<file path="src/rtl/aux_clk_pkg.sv">
/*
 Constants, register map and carrier types for the auxiliary clock,
 tone divider and tuner bus repeater configuration block.
 Assumes a serial register front end delivering single-byte accesses.
*/
package aux_clk_pkg;
    localparam logic [7:0] ADDR_MCLK     = 8'h02;
    localparam logic [7:0] ADDR_AUXCFG   = 8'h03;
    localparam logic [7:0] ADDR_TONEDIV  = 8'h04;
    localparam logic [7:0] ADDR_RPTCTL   = 8'h05;
    localparam logic [7:0] RST_MCLK      = 8'h34;
    localparam logic [7:0] RST_AUXCFG    = 8'h2a;
    localparam logic [7:0] RST_TONEDIV   = 8'h8e;
    localparam logic [7:0] RST_RPTCTL    = 8'h0f;
    localparam int         VCO_OFF_BIT   = 6;
    localparam int         SEL_HI        = 7;
    localparam int         SEL_LO        = 5;
    localparam int         DIV_HI        = 4;
    localparam int         PORT_BIT      = 0;
    localparam int         RPT_MODE_BIT  = 7;
    localparam int         TUN_CLK_BIT   = 2;
    localparam int         TUN_DATA_BIT  = 0;
    localparam logic [2:0] SEL_PORT      = 3'h0;
    localparam logic [2:0] SEL_HF        = 3'h1;
    localparam logic [2:0] PRE8_LAST     = 3'h7;
    localparam logic [3:0] SH16_LAST     = 4'hf;
    localparam logic [3:0] PRE_SHIFT     = 4'h4;
    localparam logic [7:0] LF_BASE       = 8'h20;
    localparam logic [7:0] RD_NONE       = 8'h00;

    typedef enum logic [1:0] {AUX_PORT, AUX_HF, AUX_LF} auxMode_t;

    typedef struct packed {
        logic       wr;
        logic       rd;
        logic [7:0] addr;
        logic [7:0] data;
    } regReq_t;
endpackage

</file>
<file path="src/rtl/aux_clock_tone_and_repeater_cfg.sv">
/*
 Auxiliary clock generator, tone divider and tuner-side bus repeater
 or static port, with their configuration registers.
 Assumes mclk stands for the VCO clock and that register requests come
 synchronous to it from the serial register front end.
*/
`timescale 1ns/10ps
module aux_clock_tone_and_repeater_cfg
(
    // Clock and reset
    input  wire logic               mclk,
    input  wire logic               rst,
    // Register access
    input  wire aux_clk_pkg::regReq_t regReq,
    output logic [7:0]              rdData_q,
    // Generated clocks
    output logic                    auxClk_q,
    output logic                    tone_q,
    // Host-side bus pins
    input  wire logic               sclHostIn,
    input  wire logic               sdaHostIn,
    output logic                    sdaHostOut_q,
    output logic                    sdaHostOe_q,
    // Tuner-side bus pins
    input  wire logic               sdaTunerIn,
    output logic                    sclTunerOut_q,
    output logic                    sclTunerOe_q,
    output logic                    sdaTunerOut_q,
    output logic                    sdaTunerOe_q
);
    logic [7:0]  mclkCfg_q;
    logic [7:0]  auxCfg_q;
    logic [7:0]  toneDiv_q;
    logic [7:0]  rptCtl_q;
    logic [2:0]  pre8_q;
    logic [3:0]  sh16_q;
    logic [10:0] preCnt_q;
    logic [7:0]  auxCnt_q;
    logic [7:0]  toneCnt_q;

    wire         vcoRun  = ~mclkCfg_q[aux_clk_pkg::VCO_OFF_BIT];
    wire         wrAux   = regReq.wr &&
                           regReq.addr == aux_clk_pkg::ADDR_AUXCFG;
    wire         wrTone  = regReq.wr &&
                           regReq.addr == aux_clk_pkg::ADDR_TONEDIV;
    wire [2:0]   sel     = auxCfg_q[aux_clk_pkg::SEL_HI:aux_clk_pkg::SEL_LO];
    wire [4:0]   divN    = auxCfg_q[aux_clk_pkg::DIV_HI:0];
    wire aux_clk_pkg::auxMode_t mode = aux_clk_pkg::auxMode_t'(
        (sel == aux_clk_pkg::SEL_PORT) ? aux_clk_pkg::AUX_PORT :
        (sel == aux_clk_pkg::SEL_HF)   ? aux_clk_pkg::AUX_HF :
                                         aux_clk_pkg::AUX_LF);
    wire         tick8   = vcoRun && pre8_q == aux_clk_pkg::PRE8_LAST;
    // Shared divide-by-16 feeds both the tone and the LF prescaler
    wire         tick16  = tick8 &&
                           sh16_q == aux_clk_pkg::SH16_LAST;
    wire [11:0]  preSpan = 12'h001 << (4'(sel) + aux_clk_pkg::PRE_SHIFT);
    wire [10:0]  preLast = 11'(preSpan - 12'h001);
    wire         preDone = tick16 && preCnt_q == preLast;
    // HF counts raw VCO cycles over 8N so the wave is exactly square
    wire [7:0]   auxDiv  = (mode == aux_clk_pkg::AUX_HF) ? {divN, 3'h0} :
                           aux_clk_pkg::LF_BASE + 8'(divN);
    wire         auxStep = (mode == aux_clk_pkg::AUX_HF) ? vcoRun : preDone;
    wire         auxWrap = auxCnt_q >= auxDiv - 8'h01;
    wire         toneWrap = toneCnt_q >= toneDiv_q - 8'h01;
    wire         rptMode = rptCtl_q[aux_clk_pkg::RPT_MODE_BIT];
    wire [7:0]   rdMux   =
        (regReq.addr == aux_clk_pkg::ADDR_MCLK)    ? mclkCfg_q :
        (regReq.addr == aux_clk_pkg::ADDR_AUXCFG)  ? auxCfg_q  :
        (regReq.addr == aux_clk_pkg::ADDR_TONEDIV) ? toneDiv_q :
        (regReq.addr == aux_clk_pkg::ADDR_RPTCTL)  ? rptCtl_q  :
                                                     aux_clk_pkg::RD_NONE;

    // Registers; bits marked as must-be-zero are kept as written
    always_ff @(posedge mclk)
    begin
        if (rst)
        begin
            mclkCfg_q <= aux_clk_pkg::RST_MCLK;
            auxCfg_q  <= aux_clk_pkg::RST_AUXCFG;
            toneDiv_q <= aux_clk_pkg::RST_TONEDIV;
            rptCtl_q  <= aux_clk_pkg::RST_RPTCTL;
            rdData_q  <= aux_clk_pkg::RD_NONE;
        end
        else
        begin
            if (regReq.wr && regReq.addr == aux_clk_pkg::ADDR_MCLK)
                mclkCfg_q <= regReq.data;
            if (wrAux)
                auxCfg_q <= regReq.data;
            if (wrTone)
                toneDiv_q <= regReq.data;
            if (regReq.wr && regReq.addr == aux_clk_pkg::ADDR_RPTCTL)
                rptCtl_q <= regReq.data;
            if (regReq.rd)
                rdData_q <= rdMux;
        end
    end

    // Common prescale stages; they free-run so one write never upsets
    // the other generator
    always_ff @(posedge mclk)
    begin
        if (rst)
        begin
            pre8_q <= 3'h0;
            sh16_q <= 4'h0;
        end
        else
        begin
            if (vcoRun)
                pre8_q <= pre8_q + 3'h1;
            if (tick8)
                sh16_q <= sh16_q + 4'h1;
        end
    end

    // Auxiliary generator
    always_ff @(posedge mclk)
    begin
        if (rst || wrAux)
        begin
            preCnt_q <= 11'h000;
            auxCnt_q <= 8'h00;
        end
        else
        begin
            if (tick16)
                preCnt_q <= preDone ? 11'h000 : preCnt_q + 11'h001;
            if (auxStep)
                auxCnt_q <= auxWrap ? 8'h00 : auxCnt_q + 8'h01;
        end
    end

    // Low for the first half-period, high for the second
    always_ff @(posedge mclk)
    begin
        if (rst)
            auxClk_q <= 1'b0;
        else if (mode == aux_clk_pkg::AUX_PORT)
            auxClk_q <= auxCfg_q[aux_clk_pkg::PORT_BIT];
        else
            auxClk_q <= auxDiv != 8'h00 &&
                        auxCnt_q >= (auxDiv >> 1);
    end

    // Tone generator; a zero divider parks the output low
    always_ff @(posedge mclk)
    begin
        if (rst || wrTone)
        begin
            toneCnt_q <= 8'h00;
            tone_q    <= 1'b0;
        end
        else
        begin
            if (tick16)
                toneCnt_q <= toneWrap ? 8'h00 : toneCnt_q + 8'h01;
            tone_q <= toneDiv_q != 8'h00 &&
                      toneCnt_q >= (toneDiv_q >> 1);
        end
    end

    // Repeater: on the data line each side pulls the other low unless it is
    // itself echoing a low, which breaks the latch-up loop; the clock goes host to tuner only
    always_ff @(posedge mclk)
    begin
        if (rst)
        begin
            sclTunerOut_q <= 1'b0;
            sclTunerOe_q  <= 1'b0;
            sdaTunerOut_q <= 1'b0;
            sdaTunerOe_q  <= 1'b0;
            sdaHostOut_q  <= 1'b0;
            sdaHostOe_q   <= 1'b0;
        end
        else if (rptMode)
        begin
            sclTunerOut_q <= 1'b0;
            sclTunerOe_q  <= ~sclHostIn;
            sdaTunerOut_q <= 1'b0;
            sdaTunerOe_q  <= ~sdaHostIn && ~sdaHostOe_q;
            sdaHostOut_q  <= 1'b0;
            sdaHostOe_q   <= ~sdaTunerIn && ~sdaTunerOe_q;
        end
        else
        begin
            sclTunerOut_q <= rptCtl_q[aux_clk_pkg::TUN_CLK_BIT];
            sclTunerOe_q  <= 1'b1;
            sdaTunerOut_q <= rptCtl_q[aux_clk_pkg::TUN_DATA_BIT];
            sdaTunerOe_q  <= 1'b1;
            sdaHostOut_q  <= 1'b0;
            sdaHostOe_q   <= 1'b0;
        end
    end

    property p_staticPort;
        @(posedge mclk) disable iff (rst)
        sel == 3'h0 |=> auxClk_q == $past(auxCfg_q[0]);
    endproperty
    a_staticPort: assert property (p_staticPort)
        else $error("static aux port level wrong");

    property p_tick8Spacing;
        @(posedge mclk) disable iff (rst)
        tick8 |=> !tick8 [*7];
    endproperty
    a_tick8Spacing: assert property (p_tick8Spacing)
        else $error("divide by 8 stage fires too often");

    property p_toneSteady;
        @(posedge mclk) disable iff (rst)
        (!tick16 && !wrTone) ##1 (!tick16 && !wrTone) |=> $stable(tone_q);
    endproperty
    a_toneSteady: assert property (p_toneSteady)
        else $error("tone changed without a divider step");

    property p_toneRate;
        @(posedge mclk) disable iff (rst)
        tick16 |=> !tick16 [*8] ##0 !tick16;
    endproperty
    a_toneRate: assert property (p_toneRate)
        else $error("shared divide by 16 too fast");

    property p_portMode;
        @(posedge mclk) disable iff (rst)
        !rptMode |=> sclTunerOe_q && sdaTunerOe_q &&
                     sclTunerOut_q == $past(rptCtl_q[2]);
    endproperty
    a_portMode: assert property (p_portMode)
        else $error("tuner pins not driven as port");

    property p_repeatLow;
        @(posedge mclk) disable iff (rst)
        rptMode && !sclHostIn |=> sclTunerOe_q && !sclTunerOut_q;
    endproperty
    a_repeatLow: assert property (p_repeatLow)
        else $error("host clock low not repeated");

    property p_vcoStop;
        @(posedge mclk) disable iff (rst)
        !vcoRun |=> $stable(pre8_q) && $stable(sh16_q);
    endproperty
    a_vcoStop: assert property (p_vcoStop)
        else $error("dividers run with VCO stopped");

    property p_restart;
        @(posedge mclk) disable iff (rst)
        wrAux |=> preCnt_q == 11'h000 && auxCnt_q == 8'h00;
    endproperty
    a_restart: assert property (p_restart)
        else $error("aux counters not restarted on write");

    property p_lfStep;
        @(posedge mclk) disable iff (rst)
        mode == aux_clk_pkg::AUX_LF && !preDone && !wrAux |=>
            $stable(auxCnt_q);
    endproperty
    a_lfStep: assert property (p_lfStep)
        else $error("LF divider stepped between prescaler ticks");
endmodule // aux_clock_tone_and_repeater_cfg
</file>
<file path="config.mk">
export PLATFORM = sky130hd
export DESIGN_NAME = aux_clock_tone_and_repeater_cfg
export DESIGN_NICKNAME = d
export VERILOG_FILES = /design/src/rtl/aux_clk_pkg.sv /design/src/rtl/aux_clock_tone_and_repeater_cfg.sv
export SDC_FILE = /design/constraint.sdc
export NUM_CORES = 1
export LEC_CHECK = 0
export BUFFER_PORTS_ARGS = -buffer_cell sky130_fd_sc_hd__buf_2
export CELL_PAD_IN_SITES_DETAIL_PLACEMENT = 1
export CELL_PAD_IN_SITES_GLOBAL_PLACEMENT = 1
export CORE_UTILIZATION = 41
export DETAILED_ROUTE_END_ITERATION = 8
export PLACE_DENSITY = 0.78
export RECOVER_POWER = 100
export SKIP_LAST_GASP = 1
export SLEW_MARGIN = 10
export SYNTH_ARGS = -nofsm -noshare
export SYNTH_HDL_FRONTEND = slang
export SYNTH_SLANG_ARGS = --single-unit
</file>
<file path="constraint.sdc">
create_clock -name mclk -period 2.9 [get_ports mclk]
set_input_delay 0.145 -clock mclk [delete_from_list [all_inputs] [get_ports mclk]]
set_output_delay 0.145 -clock mclk [all_outputs]
set_load 0.01 [all_outputs]
</file>
==> results.md <==
* Synthesized cell area at 4640 um2
* Sequential power share at 0.446
* FP Rows at 38
* Die width at 108 um
* Total power at 2560 uW
* Leakage Power at 0.00222 uW
* Layout cell share with drive strength beyond 1 at 0.103
* Gpl congestion at 0.825
* Max-cap viol count at 0
* Crit path DAT at 2.99 ns
* Period utilization at 0.938
* Setup crit end kind: register
* I/O pin total at 39
* Die height at 108 um
* Area Overhead vs Synth at 13.6%
* Unique masters post-synth at 59
* PwrDens at 486 nW/um2
* CORE AREA at 10900 um2
* WL final at 12300 um
* CTS Buf Count at 9
* Crit path max fanout at 8
* Synth warnings at 0
* WP data required at 3.17 ns
* Dominant synthesized flop cell: dfxtp_1
* Endpoints failing setup at 0
* Power share of the clock group at 0.497
* Psw at 593 uW
* Unrepaired setup endpoints after global routing: no
* Synth Instances at 539
* Clock skew at 0.00636 ns
* DR vias at 4026
* Initial detailed-routing violation count at 121
* Final ANT Viol Nets at 0
* Max transition margin at 0.491
* Port buffer count at 37
* Actual slew at the worst max-slew pin at 0.764 ns
* Hold/Removal Path Class: in2reg
* Grt total ovfl at 0
* Clk buf depth at 2
* Vias in the first global route at 4226
* Status: complete, no violations
* Largest net degree at the start of global routing at 41
* Wire length of the first global-routing pass at 20700 um
* Root Driver: clkbuf_16
* CTS tree: built
* Sw frac at 0.231
* Register area share after synthesis at 0.349
* Syn_area_per_cell at 8.61 um2
* Final Slew Violations at 0
* Final Hold Fails at 0
* Detailed placer's ending HPWL at 9130 um
* Placed cells at 705
* Drt pass-1 iters at 4
* Critical path type: reg2reg
* Max Fclk at 368 MHz
* DIE AREA at 11800 um2
* #FFs+latches synth at 81
* Number of flops mapped to enable cells by yosys at 0
* Register Area at 1620 um2
* Non-filler cells, final at 724
* Pint at 1970 uW
* Worst VDD drop at 0.443 mV
* WL per Instance at 17.0 um
* H-tree Lvls at 3
* Nets at 638
* Antenna cells at 0
* Area of the multi-input gates at 2790 um2
* Worst-path clk slew at 0.06 ns
* Clock sink count at 81
* Gate power share at 0.057
* Initial Util at 0.424
* Final min period at 2.72 ns
* Synth async-reset ratio at 0
* GR Util All Layers at 0.224
* Residual DRC count at 0
* Mean number of vias per cell at 5.56
* Setup TNS at 0 ns
* Fillers at 1356
* Antenna violations before repair at 0
* Setup crit start kind: register
* Clk_lat worst skew at 0.34 ns
-- layout make-up --
cell class,count,area share
clock buffer,11,0.0460
clock inverter,5,0.0164
inverter,20,0.0142
multi-input combinational,412,0.528
sequential,81,0.308
tap,140,0.0332
timing repair buffer,55,0.0543
-- power groups by stage --
stage / clock [uW] / combinational, uW / sequential [uW]
2_1_floorplan: 0 / 86.4 / 1170
4_1_cts: 1290 / 149 / 1140
6_report: 1270 / 146 / 1140
3_3_place_gp: 0 / 140 / 1170
3_5_place_dp: 0 / 146 / 1170
5_1_grt: 1340 / 162 / 1150
-- metal layers --
layer | wire length, um | global-route usage | vias up
met5 | 0 | 0 | -
met4 | 176 | 0.0608 | 0
met3 | 442 | 0.0458 | 17
met2 | 5940 | 0.388 | 76
met1 | 5730 | 0.281 | 1949
li1 | - | - | 1984
-- metrics by stage --
step | hold WS, ns | setup slack (ns) | area [um2] | util
after global routing | 0.0669 | 0.00529 | 5270 | 0.482
final | 0.0645 | 0.181 | 5270 | 0.482
after detailed placement | 0.313 | 0.0523 | 4980 | 0.455
after floorplan | 0.222 | 0.0199 | 4650 | -
after CTS | 0.0572 | 0.0358 | 5330 | 0.487
after global placement | 0.307 | 0.155 | 4980 | 0.455
-- worst paths after layout --
check	start	endpoint	slack (ns)	cells past startpoint
worst min register to register	sdaTunerOe_q$_SDFF_PP0_	sdaHostOe_q$_SDFF_PP0_	0.44	1
worst max-delay path	auxCfg_q[5]$_SDFFE_PP1P_	auxCnt_q[5]$_SDFFE_PP0P_	0.18	10
worst min-delay path	sdaHostIn	sdaTunerOe_q$_SDFF_PP0_	0.06	3
worst max register to register	auxCfg_q[5]$_SDFFE_PP1P_	auxCnt_q[5]$_SDFFE_PP0P_	0.18	10
-- worst max-delay path, stage by stage, from the launching register on --
cell	delay [ns]
dfxtp_1	0.33
or3b_1	0.42
nand2_1	0.14
ha_1	0.25
ha_1	0.28
a2111oi_0	0.37
o21ai_1	0.18
a311oi_4	0.21
buf_4	0.20
a22oi_1	0.08
o22ai_1	0.18
-- registers in the layout, indices dropped and copies added (netlist names) --
name / flops
preCnt_q: 11
rdData_q: 8
pre8_q: 3
sclTunerOe_q: 1
auxCnt_q: 8
rptCtl_q: 8
auxCfg_q: 8
toneDiv_q: 8
sdaTunerOut_q: 1
sh16_q: 4
toneCnt_q: 8
mclkCfg_q: 8
sdaTunerOe_q: 1
sclTunerOut_q: 1
tone_q: 1
auxClk_q: 1
sdaHostOe_q: 1
-- cells by family (layout without fill, tap and decap cells) --
family	after synthesis	after routing	synth area share
AND/OR/NAND/NOR	212	212	0.229
other	2	3	0.00162
adder cells (fa/ha/maj)	37	37	0.0992
flip-flops	81	81	0.349
AO/OA/AOI/OAI	97	97	0.146
XOR/XNOR	31	31	0.0585
multiplexers	32	32	0.0690
buffers and inverters	47	91	0.0466
-- cells in the final DEF, fill, tap and decap left out, drive strengths merged, types with 3 or more instances in the layout --
cell,Yosys,layout
nand3,31,31
conb,2,3
ha,36,36
a21o,4,4
and3,6,6
o21a,4,4
a211oi,9,9
buf,17,32
clkbuf,10,32
o22ai,6,6
nand4,10,10
and4,3,3
o21ai,23,23
nor3,14,14
nor3b,5,5
nand2b,9,9
xnor2,13,13
mux2i,32,32
o211ai,6,6
inv,20,22
a21oi,18,18
xor2,18,18
nand2,57,57
dfxtp,81,81
nor2,59,59
a22oi,14,14
or3,4,4
-- cells in the mapped netlist, types with 9 or more instances --
cell type,n,area [um2]
xor2_1,18,158
a22oi_1,14,105
ha_1,36,450
nor3_1,14,70.1
a21oi_1,18,90.1
nand4_1,9,56.3
clkbuf_1,10,37.5
nand2_1,57,214
inv_1,20,75.1
mux2i_1,32,320
o21ai_0,21,105
nor2_1,58,218
xnor2_1,13,114
nand3_1,31,155
dfxtp_1,81,1620
-- timing repair --
action,CTS,global route
resized for setup,0,6
hold endpoints to repair,2,0
buffers inserted,0,1
endpoints found under the setup margin,0,8
hold buffers,2,0
No activity file was read; power rests on OpenSTA's default activity.
